## config.mk

```make
export PLATFORM = sky130hd
export DESIGN_NAME = dacpf_top
export DESIGN_NICKNAME = d
export VERILOG_FILES = /design/src/rtl/dacpf_pkg.sv /design/src/rtl/dacpf_sync.sv /design/src/rtl/dacpf_chan.sv /design/src/rtl/dacpf_top.sv
export VERILOG_INCLUDE_DIRS = /design/src /design/src/rtl
export SDC_FILE = /design/constraint.sdc
export NUM_CORES = 1
export LEC_CHECK = 0
export BUFFER_PORTS_ARGS = -buffer_cell sky130_fd_sc_hd__buf_2
export CORE_UTILIZATION = 35
export CTS_CLUSTER_SIZE = 12
export DETAILED_ROUTE_END_ITERATION = 10
export GPL_ROUTABILITY_DRIVEN = 0
export PLACE_DENSITY = 0.58
export RECOVER_POWER = 25
export SYNTH_ARGS = -nofsm -noshare
export SYNTH_HDL_FRONTEND = slang
export SYNTH_SLANG_ARGS = --single-unit
```

## constraint.sdc

```tcl
create_clock -name clk_i -period 2.5 [get_ports clk_i]
set_input_delay 0.25 -clock clk_i [delete_from_list [all_inputs] [get_ports clk_i]]
set_output_delay 0.25 -clock clk_i [all_outputs]
set_load 0.01 [all_outputs]
```

## src/rtl/dacpf_consts.svh

```systemverilog
// offsets, field positions, reset values and timing counts of the block
`ifndef DACPF_CONSTS_SVH
`define DACPF_CONSTS_SVH

// ****************************************************************
// register offsets (byte addresses, one word each)
// ****************************************************************
`define DACPF_OFF_DAC_A 8'h00
`define DACPF_OFF_DAC_B 8'h04
`define DACPF_OFF_PWR 8'h08
`define DACPF_OFF_CTRL 8'h0C
`define DACPF_OFF_IRQ_STAT 8'h10
`define DACPF_OFF_IRQ_EN 8'h14
`define DACPF_OFF_IRQ_CLR 8'h18
`define DACPF_OFF_READY 8'h1C

// ****************************************************************
// register select field values
// ****************************************************************
`define DACPF_SEL_DAC 3'h0
`define DACPF_SEL_PWR 3'h2
`define DACPF_SEL_CTRL 3'h3

// ****************************************************************
// power control fields
// ****************************************************************
`define DACPF_PWR_PU_A 0
`define DACPF_PWR_PU_B 2
`define DACPF_PWR_TALERT 5
`define DACPF_PWR_OC_A 7
`define DACPF_PWR_OC_B 9

// ****************************************************************
// control fields and reset values
// ****************************************************************
`define DACPF_CTRL_CLAMP 2
`define DACPF_CTRL_TSD 3
`define DACPF_CTRL_CLAMP_RST 1'h1
`define DACPF_CTRL_TSD_RST 1'h0

// ****************************************************************
// interrupt bits
// ****************************************************************
`define DACPF_IRQ_OC_A 0
`define DACPF_IRQ_OC_B 1
`define DACPF_IRQ_THERM 2
`define DACPF_IRQ_W 3

// ****************************************************************
// timing
// ****************************************************************
`define DACPF_CLK_NS 20
`define DACPF_PU_TIME_NS 10000
`define DACPF_PU_CYC ((`DACPF_PU_TIME_NS + `DACPF_CLK_NS - 1) / `DACPF_CLK_NS)

`endif

```

## src/rtl/dacpf_pkg.sv

```systemverilog
// types shared by the power and fault control block
package dacpf_pkg;

	typedef enum logic [1:0] {
		DACPF_CH_OFF = 2'b00,
		DACPF_CH_WAKING = 2'b01,
		DACPF_CH_READY = 2'b10
	} dacpf_ch_state_t;

	typedef logic [31:0] dacpf_word_t;

endpackage

```

## src/rtl/dacpf_sync.sv

```systemverilog
// two flip-flop synchroniser for fault monitor levels
`timescale 1ns/10ps
module dacpf_sync #(
	parameter int W = 1
) (
	// clock and reset
	input wire logic clk_i,
	input wire logic rst_i,
	// levels
	input wire logic [W-1:0] d_i,
	output logic [W-1:0] q_o
);

	logic [W-1:0] meta_r;
	logic [W-1:0] q_r;

	always_ff @(posedge clk_i or posedge rst_i) begin
		if (rst_i) begin
			meta_r <= '0;
			q_r <= '0;
		end else begin
			meta_r <= d_i;
			q_r <= meta_r;
		end
	end

	assign q_o = q_r;

endmodule

```

## src/rtl/dacpf_chan.sv

```systemverilog
// one converter channel: power bit, fault response and output gates
`timescale 1ns/10ps
module dacpf_chan
	import dacpf_pkg::*;
#(
	parameter int PU_CYC = 500
) (
	// clock and reset
	input wire logic clk_i,
	input wire logic rst_i,
	// host control
	input wire logic pu_wr_i,
	input wire logic pu_wdata_i,
	input wire logic clamp_en_i,
	input wire logic valid_i,
	// synchronised faults
	input wire logic oc_i,
	input wire logic therm_trip_i,
	// status
	output logic power_on_o,
	output logic oc_flag_o,
	output logic oc_rise_o,
	output logic ready_o,
	// output stage
	output logic amp_gate_o,
	output logic gnd_gate_o
);

	localparam int CW = $clog2(PU_CYC + 1);
	localparam logic [CW-1:0] CNT_END = CW'(PU_CYC);

	logic pu_r;
	logic oc_r;
	logic amp_r;
	logic [CW-1:0] cnt_r;
	dacpf_ch_state_t st_r;
	dacpf_ch_state_t st_nxt;

	wire auto_off = oc_i & ~clamp_en_i;
	wire fault_off = auto_off | therm_trip_i;
	// fault power-down wins over a host write in the same cycle
	wire pu_nxt = fault_off ? 1'b0 : (pu_wr_i ? pu_wdata_i : pu_r);
	wire amp_nxt = pu_nxt & valid_i & ~fault_off;

	always_comb begin
		st_nxt = st_r;
		case (st_r)
			DACPF_CH_OFF: if (pu_r) st_nxt = DACPF_CH_WAKING;
			DACPF_CH_WAKING: begin
				if (!pu_r)
					st_nxt = DACPF_CH_OFF;
				else if (cnt_r == CNT_END)
					st_nxt = DACPF_CH_READY;
			end
			DACPF_CH_READY: if (!pu_r) st_nxt = DACPF_CH_OFF;
			default: st_nxt = DACPF_CH_OFF;
		endcase
	end

	always_ff @(posedge clk_i or posedge rst_i) begin
		if (rst_i) begin
			pu_r <= 1'b0;
			oc_r <= 1'b0;
			amp_r <= 1'b0;
			cnt_r <= '0;
			st_r <= DACPF_CH_OFF;
		end else begin
			pu_r <= pu_nxt;
			oc_r <= oc_i;
			amp_r <= amp_nxt;
			st_r <= st_nxt;
			cnt_r <= (st_r == DACPF_CH_WAKING) ? cnt_r + 1'b1 : '0;
		end
	end

	assign power_on_o = pu_r;
	assign oc_flag_o = oc_r;
	assign oc_rise_o = oc_i & ~oc_r;
	assign ready_o = (st_r == DACPF_CH_READY);
	assign amp_gate_o = amp_r;
	assign gnd_gate_o = ~amp_r;

endmodule

```

## src/rtl/dacpf_top.sv

```systemverilog
// power and fault supervision for a two-channel converter, APB slave
//
// What this block does
// - outputs stay isolated and grounded until supplies are good and a converter word has been written.
// - each channel powers up or down from its own power-on bit.
// - after reset both channels are powered down with the output grounded.
// - the clamp-enable bit chooses clamping or automatic power-down on overcurrent.
// - with clamp enabled a shorted channel keeps running under current limit.
// - in clamp mode the overcurrent flag follows the short and clears when it goes.
// - with clamp disabled a short powers the channel down and grounds its output.
// - in power-down mode the short sets the flag and clears the channel power-on bit.
// - thermal shutdown is off after reset and only the host enable turns it on.
// - an enabled over-temperature shuts down both channels and sets the thermal alert.
// - power control sits at select 010 with bits 0, 2, 5, 7 and 9 as laid out.
// - thermal enable is control bit 3 (reset 0), clamp enable bit 2 (reset 1).
`timescale 1ns/10ps
`include "dacpf_consts.svh"
module dacpf_top
	import dacpf_pkg::*;
#(
	parameter int DATA_W = 16,
	parameter int PU_CYC = `DACPF_PU_CYC
) (
	// clock and reset
	input wire logic clk_i,
	input wire logic rst_i,
	// apb slave
	input wire logic psel_i,
	input wire logic penable_i,
	input wire logic pwrite_i,
	input wire logic [7:0] paddr_i,
	input wire logic [31:0] pwdata_i,
	output logic [31:0] prdata_o,
	output logic pready_o,
	output logic pslverr_o,
	// analog monitors
	input wire logic supply_ok_i,
	input wire logic oc_a_i,
	input wire logic oc_b_i,
	input wire logic over_temp_i,
	// converter data
	output logic [DATA_W-1:0] dac_a_data_o,
	output logic [DATA_W-1:0] dac_b_data_o,
	// output stage control
	output logic [1:0] amp_output_gate_o,
	output logic [1:0] output_ground_clamp_gate_o,
	output logic current_clamp_en_o,
	// interrupt
	output logic irq_o
);

	// ****************************************************************
	// bus decode
	// ****************************************************************

	wire setup = psel_i & ~penable_i;
	wire access = psel_i & penable_i;
	wire wr = access & pwrite_i;

	wire sel_dac_a = (paddr_i == `DACPF_OFF_DAC_A);
	wire sel_dac_b = (paddr_i == `DACPF_OFF_DAC_B);
	wire sel_pwr = (paddr_i == `DACPF_OFF_PWR);
	wire sel_ctrl = (paddr_i == `DACPF_OFF_CTRL);
	wire sel_stat = (paddr_i == `DACPF_OFF_IRQ_STAT);
	wire sel_en = (paddr_i == `DACPF_OFF_IRQ_EN);
	wire sel_clr = (paddr_i == `DACPF_OFF_IRQ_CLR);
	wire sel_rdy = (paddr_i == `DACPF_OFF_READY);

	wire mapped = sel_dac_a | sel_dac_b | sel_pwr | sel_ctrl | sel_stat
		| sel_en | sel_clr | sel_rdy;

	wire wr_dac_a = wr & sel_dac_a;
	wire wr_dac_b = wr & sel_dac_b;
	wire wr_pwr = wr & sel_pwr;
	wire wr_ctrl = wr & sel_ctrl;
	wire wr_en = wr & sel_en;
	wire wr_clr = wr & sel_clr;
	wire dac_wr = wr_dac_a | wr_dac_b;
	wire rd_setup = setup & ~pwrite_i;

	// ****************************************************************
	// bus response
	// ****************************************************************

	// zero wait states; unmapped addresses answer with an error
	assign pready_o = 1'b1;
	assign pslverr_o = access & ~mapped;

	// ****************************************************************
	// write data fields
	// ****************************************************************

	wire wd_pu_a = pwdata_i[`DACPF_PWR_PU_A];
	wire wd_pu_b = pwdata_i[`DACPF_PWR_PU_B];
	wire wd_clamp = pwdata_i[`DACPF_CTRL_CLAMP];
	wire wd_tsd = pwdata_i[`DACPF_CTRL_TSD];
	wire [`DACPF_IRQ_W-1:0] wd_irq = pwdata_i[`DACPF_IRQ_W-1:0];
	wire [DATA_W-1:0] wd_dac = pwdata_i[DATA_W-1:0];

	// ****************************************************************
	// fault monitor synchronisers
	// ****************************************************************

	logic [2:0] mon_sync;

	dacpf_sync #(
		.W(3)
	) u_sync (
		.clk_i(clk_i),
		.rst_i(rst_i),
		.d_i({over_temp_i, oc_b_i, oc_a_i}),
		.q_o(mon_sync)
	);

	wire oc_a_s = mon_sync[0];
	wire oc_b_s = mon_sync[1];
	wire ot_s = mon_sync[2];

	// ****************************************************************
	// control register
	// ****************************************************************

	logic clamp_en_r;
	logic tsd_en_r;

	always_ff @(posedge clk_i or posedge rst_i) begin
		if (rst_i)
			clamp_en_r <= `DACPF_CTRL_CLAMP_RST;
		else if (wr_ctrl)
			clamp_en_r <= wd_clamp;
	end

	always_ff @(posedge clk_i or posedge rst_i) begin
		if (rst_i)
			tsd_en_r <= `DACPF_CTRL_TSD_RST;
		else if (wr_ctrl)
			tsd_en_r <= wd_tsd;
	end

	// ****************************************************************
	// current limit
	// ****************************************************************

	// the output stage limits current while the clamp bit is set
	assign current_clamp_en_o = clamp_en_r;

	// ****************************************************************
	// thermal shutdown
	// ****************************************************************

	// only an enabled monitor may trip both channels
	wire therm_trip = tsd_en_r & ot_s;

	logic talert_r;

	always_ff @(posedge clk_i or posedge rst_i) begin
		if (rst_i)
			talert_r <= 1'b0;
		else
			talert_r <= therm_trip;
	end

	// ****************************************************************
	// converter data and first valid write
	// ****************************************************************

	logic [DATA_W-1:0] dac_a_r;
	logic [DATA_W-1:0] dac_b_r;
	logic valid_r;

	always_ff @(posedge clk_i or posedge rst_i) begin
		if (rst_i)
			dac_a_r <= '0;
		else if (wr_dac_a)
			dac_a_r <= wd_dac;
	end

	always_ff @(posedge clk_i or posedge rst_i) begin
		if (rst_i)
			dac_b_r <= '0;
		else if (wr_dac_b)
			dac_b_r <= wd_dac;
	end

	// a supply drop re-arms isolation until the next valid word
	always_ff @(posedge clk_i or posedge rst_i) begin
		if (rst_i)
			valid_r <= 1'b0;
		else if (!supply_ok_i)
			valid_r <= 1'b0;
		else if (dac_wr)
			valid_r <= 1'b1;
	end

	assign dac_a_data_o = dac_a_r;
	assign dac_b_data_o = dac_b_r;

	wire valid_now = valid_r & supply_ok_i;

	// ****************************************************************
	// channels
	// ****************************************************************

	logic pu_a;
	logic pu_b;
	logic oc_a_flag;
	logic oc_b_flag;
	logic oc_a_rise;
	logic oc_b_rise;
	logic rdy_a;
	logic rdy_b;

	// the fault flags are not writable; only power bits take data
	dacpf_chan #(
		.PU_CYC(PU_CYC)
	) u_chan_a (
		.clk_i(clk_i),
		.rst_i(rst_i),
		.pu_wr_i(wr_pwr),
		.pu_wdata_i(wd_pu_a),
		.clamp_en_i(clamp_en_r),
		.valid_i(valid_now),
		.oc_i(oc_a_s),
		.therm_trip_i(therm_trip),
		.power_on_o(pu_a),
		.oc_flag_o(oc_a_flag),
		.oc_rise_o(oc_a_rise),
		.ready_o(rdy_a),
		.amp_gate_o(amp_output_gate_o[0]),
		.gnd_gate_o(output_ground_clamp_gate_o[0])
	);

	dacpf_chan #(
		.PU_CYC(PU_CYC)
	) u_chan_b (
		.clk_i(clk_i),
		.rst_i(rst_i),
		.pu_wr_i(wr_pwr),
		.pu_wdata_i(wd_pu_b),
		.clamp_en_i(clamp_en_r),
		.valid_i(valid_now),
		.oc_i(oc_b_s),
		.therm_trip_i(therm_trip),
		.power_on_o(pu_b),
		.oc_flag_o(oc_b_flag),
		.oc_rise_o(oc_b_rise),
		.ready_o(rdy_b),
		.amp_gate_o(amp_output_gate_o[1]),
		.gnd_gate_o(output_ground_clamp_gate_o[1])
	);

	// ****************************************************************
	// interrupts
	// ****************************************************************

	logic [`DACPF_IRQ_W-1:0] irq_stat_r;
	logic [`DACPF_IRQ_W-1:0] irq_en_r;
	logic [`DACPF_IRQ_W-1:0] irq_ev;
	logic [`DACPF_IRQ_W-1:0] irq_clr;
	logic therm_prev_r;

	assign irq_ev[`DACPF_IRQ_OC_A] = oc_a_rise;
	assign irq_ev[`DACPF_IRQ_OC_B] = oc_b_rise;
	assign irq_ev[`DACPF_IRQ_THERM] = therm_trip & ~therm_prev_r;
	assign irq_clr = wr_clr ? wd_irq : '0;

	always_ff @(posedge clk_i or posedge rst_i) begin
		if (rst_i)
			therm_prev_r <= 1'b0;
		else
			therm_prev_r <= therm_trip;
	end

	// a new event outranks a clear in the same cycle
	always_ff @(posedge clk_i or posedge rst_i) begin
		if (rst_i)
			irq_stat_r <= '0;
		else
			irq_stat_r <= (irq_stat_r & ~irq_clr) | irq_ev;
	end

	always_ff @(posedge clk_i or posedge rst_i) begin
		if (rst_i)
			irq_en_r <= '0;
		else if (wr_en)
			irq_en_r <= wd_irq;
	end

	wire [`DACPF_IRQ_W-1:0] irq_pend = irq_stat_r & irq_en_r;
	assign irq_o = |irq_pend;

	// ****************************************************************
	// read back
	// ****************************************************************

	dacpf_word_t rd_pwr;
	dacpf_word_t rd_ctrl;
	dacpf_word_t rd_mux;
	dacpf_word_t prdata_r;

	always_comb begin
		rd_pwr = '0;
		rd_pwr[`DACPF_PWR_PU_A] = pu_a;
		rd_pwr[`DACPF_PWR_PU_B] = pu_b;
		rd_pwr[`DACPF_PWR_TALERT] = talert_r;
		rd_pwr[`DACPF_PWR_OC_A] = oc_a_flag;
		rd_pwr[`DACPF_PWR_OC_B] = oc_b_flag;
	end

	always_comb begin
		rd_ctrl = '0;
		rd_ctrl[`DACPF_CTRL_CLAMP] = clamp_en_r;
		rd_ctrl[`DACPF_CTRL_TSD] = tsd_en_r;
	end

	always_comb begin
		if (sel_dac_a)
			rd_mux = 32'(dac_a_r);
		else if (sel_dac_b)
			rd_mux = 32'(dac_b_r);
		else if (sel_pwr)
			rd_mux = rd_pwr;
		else if (sel_ctrl)
			rd_mux = rd_ctrl;
		else if (sel_stat)
			rd_mux = 32'(irq_stat_r);
		else if (sel_en)
			rd_mux = 32'(irq_en_r);
		else if (sel_rdy)
			rd_mux = {30'h0, rdy_b, rdy_a};
		else
			rd_mux = 32'h0;
	end

	// read data is captured in the setup cycle and held for the access
	always_ff @(posedge clk_i or posedge rst_i) begin
		if (rst_i)
			prdata_r <= '0;
		else if (rd_setup)
			prdata_r <= rd_mux;
	end

	assign prdata_o = prdata_r;

endmodule

```

# After elaboration in Yosys (flattened, before gate mapping)
# Cells that the tools add are included.
[word_totals] latch_bits=0 n_memories=0 input_bits=49 reg_bits=108 mem_bits_ro=0 ram_bits=0
[classes] addsub=2 mul=0 mux=26 n_eq_ne=20 bitwise=47 n_shift=0 n_lt_le_gt_ge=0 n_reduce_logical=6 div=0
[ops] op="equality test 8 x 5 -> 1 bit (second input constant)" n=4
[ops] op="two-way mux 16 bit" n=2
[ops] op="AND 1 bit" n=22
[ops] op="adder 9 x 1 -> 9 bit (second input constant)" n=2
[ops] op="equality test 9 bit (second input constant)" n=2
[ops] op="two-way mux 2 bit" n=9
[ops] op="two-way mux 9 bit" n=2
[ops] op="equality test 8 x 4 -> 1 bit (second input constant)" n=2
[ops] op="case mux 2 bit (3 select lines)" n=2
[ops] op="NOT 1 bit" n=11
[ops] op="two-way mux 10 bit" n=1
[ops] op="bitwise OR 1 bit" n=10
[ops] op="two-way mux 3 bit" n=3
[ops] op="equality test 8 x 3 -> 1 bit (second input constant)" n=1
[ops] op="zero test 8 bit" n=1
[ops] op="AND 3 bit" n=2
[ops] op="two-way mux 1 bit" n=6
[ops] op="!= test 2 x 1 -> 1 bit (second input constant)" n=3
[ops] op="!= test 3 bit (second input constant)" n=2
[ops] op="AND reduction 3 bit" n=2
[ops] op="equality test 2 x 1 -> 1 bit (second input constant)" n=2
[ops] op="equality test 2 bit (second input constant)" n=2
[ops] op="zero test 2 bit" n=2
[ops] op="two-way mux 4 bit" n=1
[ops] op="other kinds (4)" n=5

# Logic depth before layout (Yosys ltp)
[logic_depth] ltp_word=10 ltp_mapped=6 mapped_depth_nobuf=5

# Modules after synthesis
# From an unflattened synthesis, not the netlist that was laid out.
[unflattened] hier_cells=364 area_unflattened_um2=4267.8
[by_module_without_submodules] module="dacpf_top" n_inst=1 area_per_inst_um2=2842.7 cells_per_inst=233
[by_module_without_submodules] module="dacpf_chan" n_inst=2 area_per_inst_um2=635.6 cells_per_inst=62
[by_module_without_submodules] module="dacpf_sync" n_inst=1 area_per_inst_um2=153.9 cells_per_inst=7

# Least setup slack after synthesis
# OpenSTA, ideal clock, no wires.
[synth_timing] path_type="input to register" startpoint="input port paddr_i[5]" endpoint="register dac_b_r[0], in the netlist dac_b_data_o[0]" t_required_ns=2.375 arrival_ns=1.657 path_buffers=1 slack_ns=0.718 setup_ns=0.125 path_stages=5 cell_sequence="or4_4 > nor4_4 > nand3_4 > buf_6 > mux2_4"
[synth_between] elab_chain_len=2
[synth_rtl] element="start: declaration" line_no="dacpf_top.sv:31" text="input wire logic [7:0] paddr_i,"
[synth_rtl] element="equality test 8 x 3 -> 1 bit (no line)"
[synth_rtl] element="AND 1 bit" line_no="dacpf_top.sv:73" text="wire wr_dac_b = wr & sel_dac_b;"
[synth_rtl] element="end signal: assignment" line_no="dacpf_top.sv:182" text="dac_b_r <= wd_dac;"
[synth_rtl] element="end: declaration" line_no="dacpf_top.sv:168" text="logic [DATA_W-1:0] dac_b_r;"
# No other way between the ends.
# A chain may end at the register's enable or synchronous reset.

# Worst setup path after layout
[layout_timing] startpoint="input port paddr_i[4]" endpoint="register dac_b_r[10], in the netlist dac_b_data_o[10]"
# Same word-level chain as after synthesis.

==> flow_summary.toml <==
[die]
core_um2 = 11560
fp-row-count = 39
die_y_um = 111.7
dieArea_um2 = 12490
boundaryPins = 121
start_util_pct = 36.45
die_w_um = 111.7

[run_status]
violations = "design-rule violations"
status = "finished with violations"

[routing]
vias = 2985
drt-wirelength-per-cell_um = 15.79
first_pass_iters = 9
drtAntennaViolNets = 0
first_iter_violations = 168
drt_wl_total_mm = 9.555
via_per_inst = 4.934
route.detailed.drc = 7

[power]
ir_drop_mv = 0.2699
p_leak_nw = 2.533
power_frac_seq_pct = 49.0
switching_power_mw = 0.7237
power_frac_comb_pct = 7.0
switching_share_pct = 22.89
p_clk_share_pct = 43.9
internal_power_mw = 2.438
power.density_nw_per_um2 = 626.9

[worst_setup_path]
critPathBufInv = 1
crit_chain = "buf_2 > or4_4 > nor4_4 > nand3_4 > mux2_1"
crit_fanout = 16
startpoint_type = "input pin"
slowest_stage = "or4_4"
cp_top_family = "simple AND/OR/NAND/NOR gates"
critical_path_class = "input pin to flop"
crit_required_ns = 2.72
cp-end-kind = "flop"
critPathMaxStageDelay_ns = 0.55
cp.arrival_ns = 2.04

[timing]
slew_viol_final = 0
rsz0062_at_grt = "no"
hold_viol = 0
fmax_mhz = 547.2
fin_worst_skew_ns = 0.006382
tns_ns = 0
finalCritPeriodShare_pct = 73.09
relSlewSlack_pct = 59.98
fin_hold_ws_ns = 0.01551
tightest_slew_ns = 0.5989
period_needed_ns = 1.827
report.final.setup_viol = 0

[synthesis]
async_flop_share_pct = 100.0
synth.distinct_cells = 49
synth_enable_flop_cells = 0
synth_cells = 372
syn_area_um2 = 4215
synth_most_common_cell = "dfrtp_1"
avgSynthCellArea_um2 = 11.33
yosys.area.top_type_share_pct = 54.02
synth.yosys.warnings = 0
synthFlopType = "dfrtp_1"
ys_seq_area_share_pct = 54.65
synth_area_leaders = "dfrtp_1 (54%), mux2_2 (6.4%), nor2_1 (4.1%), buf_4 (3.7%), mux2_4 (3.6%)"
synth-seq-cells = 92
synthTopCellsByCount = "dfrtp_1 (91), nor2_1 (46), mux2_2 (24)"
yosysTopAreaCell = "dfrtp_1"

[final_layout]
area_growth_pct = 19.65
finalInstanceArea_um2 = 5044
diodes = 0
nets = 511
drive_above_1_share_pct = 32.25

[clock_tree]
cts-hold-fix-buffers = 0
clk_path_buf_depth = 2
clock_sinks = 92
post_cts_buffers = 0
htree_num_levels = 3
root_buffer = "clkbuf_16"
cts-resized-gates = 0
clkTransAtPathRegs_ns = 0.06
cts_tree = "built"
clkLatencyLatePin_ns = 0.34
cts_inserted_buffers = 9

[hold_path]
hold_path_class = "input pin to flop"

[global_route]
grt_pass1_vias = 2979
gr-usage-all-layers_pct = 16.07
grt_pass1_wl_mm = 15.66
antenna_found_initial = 0
grt_overflow = 0
grt_max_degree = 93

[place]
hpwl_mm = 6.845
placed_area_um2 = 4743
io_buffers = 87

[job]
max_cap_violations = 0
## layout make-up
class	instances	area [µm²]
sequential	92	2303
tap	143	178.9
timing repair buffer	94	500.5
multi-input combinational	244	1693
clock inverter	3	46.29
inverter	17	65.06
clock buffer	12	256.5
fill	1093	6521
## power groups by stage
stage	clock network, mW	logic, mW	registers [mW]
after detailed placement	0	0.226	1.58
after floorplan	0	0.125	1.59
final	1.39	0.221	1.55
after global routing	1.48	0.248	1.56
after global placement	0	0.224	1.58
after CTS	1.42	0.226	1.55
## flip-flops by register name (all words and copies together) (netlist names), 2 cells and up
name	cells
dac_a_data_o	16
dac_b_data_o	16
prdata_o	16
u_chan_a.cnt_r	9
u_chan_b.cnt_r	9
irq_en_r	3
irq_stat_r	3
u_sync.meta_r	3
u_sync.q_o	3
u_chan_a.st_r	2
u_chan_b.st_r	2
## worst register-to-register path, stage by stage (launching register included)
cell and delay (ns):
dfrtp_1 0.42, ha_1 0.22, nand3_1 0.18, or3_1 0.36
a21oi_1 0.16
## per-layer routing
| metal | GRT usage [%] | part of all wire [%] |
|---|---|---|
| met3 | 3.321 | 3.7 |
| met5 | 0 | 0 |
| met2 | 26.54 | 48 |
| met1 | 21.30 | 47 |
| met4 | 4.685 | 0.58 |
## worst paths after layout
path	from	endpoint	slack (ns)	cells after the start
worst max-delay path	paddr_i[4]	dac_b_data_o[10]	0.67	5
worst max register to register	u_chan_a.cnt_r[0]	u_chan_a.cnt_r[8]	1.10	4
worst min-delay path	oc_b_i	u_sync.meta_r[1]	0.02	1
max in group asynchronous	rst_i	prdata_o[15]	2.04	3
worst min register to register	u_sync.meta_r[2]	u_sync.q_o[2]	0.35	0
min in group asynchronous	rst_i	u_chan_b.amp_gate_o	0.04	3
## cell usage in the layout, fill, tap and decap left out, types with 5 or more instances in the layout
cell type / instances
dfrtp_1: 91
nand3_1: 10
nor2_1: 46
nor3_1: 7
nor2b_1: 8
mux2_4: 10
xnor2_1: 5
nand2b_1: 5
xor2_1: 5
buf_4: 6
a221oi_1: 9
nand4_1: 6
clkbuf_16: 9
inv_1: 16
buf_2: 87
nand2_1: 20
mux2_2: 24
conb_1: 17
o21ai_0: 12
a21oi_1: 9
mux2i_1: 6
## metrics by stage
step	utilization [%]	power, mW	instances	setup slack, ns
detailed placement	41.01	1.805	590	0.3000
finish	43.61	3.162	605	0.6727
CTS	43.63	3.195	605	0.6665
global route	43.61	3.278	605	0.6162
global placement	41.01	1.801	590	0.3405
floorplan	-	1.716	387	0.7178
## cells by family (layout without fill, tap and decap cells)
kind of cell | after synthesis | in the layout | synth area share (%)
simple gates | 123 | 123 | 15.32
fa+ha+maj | 4 | 4 | 1.187
flops | 92 | 92 | 54.65
compound gates | 46 | 46 | 7.480
other cells | 2 | 17 | 0.1782
buf+inv | 51 | 126 | 6.649
mux | 44 | 44 | 12.47
xor+xnor | 10 | 10 | 2.078
Note: power is estimated with default switching activity, not from simulation.
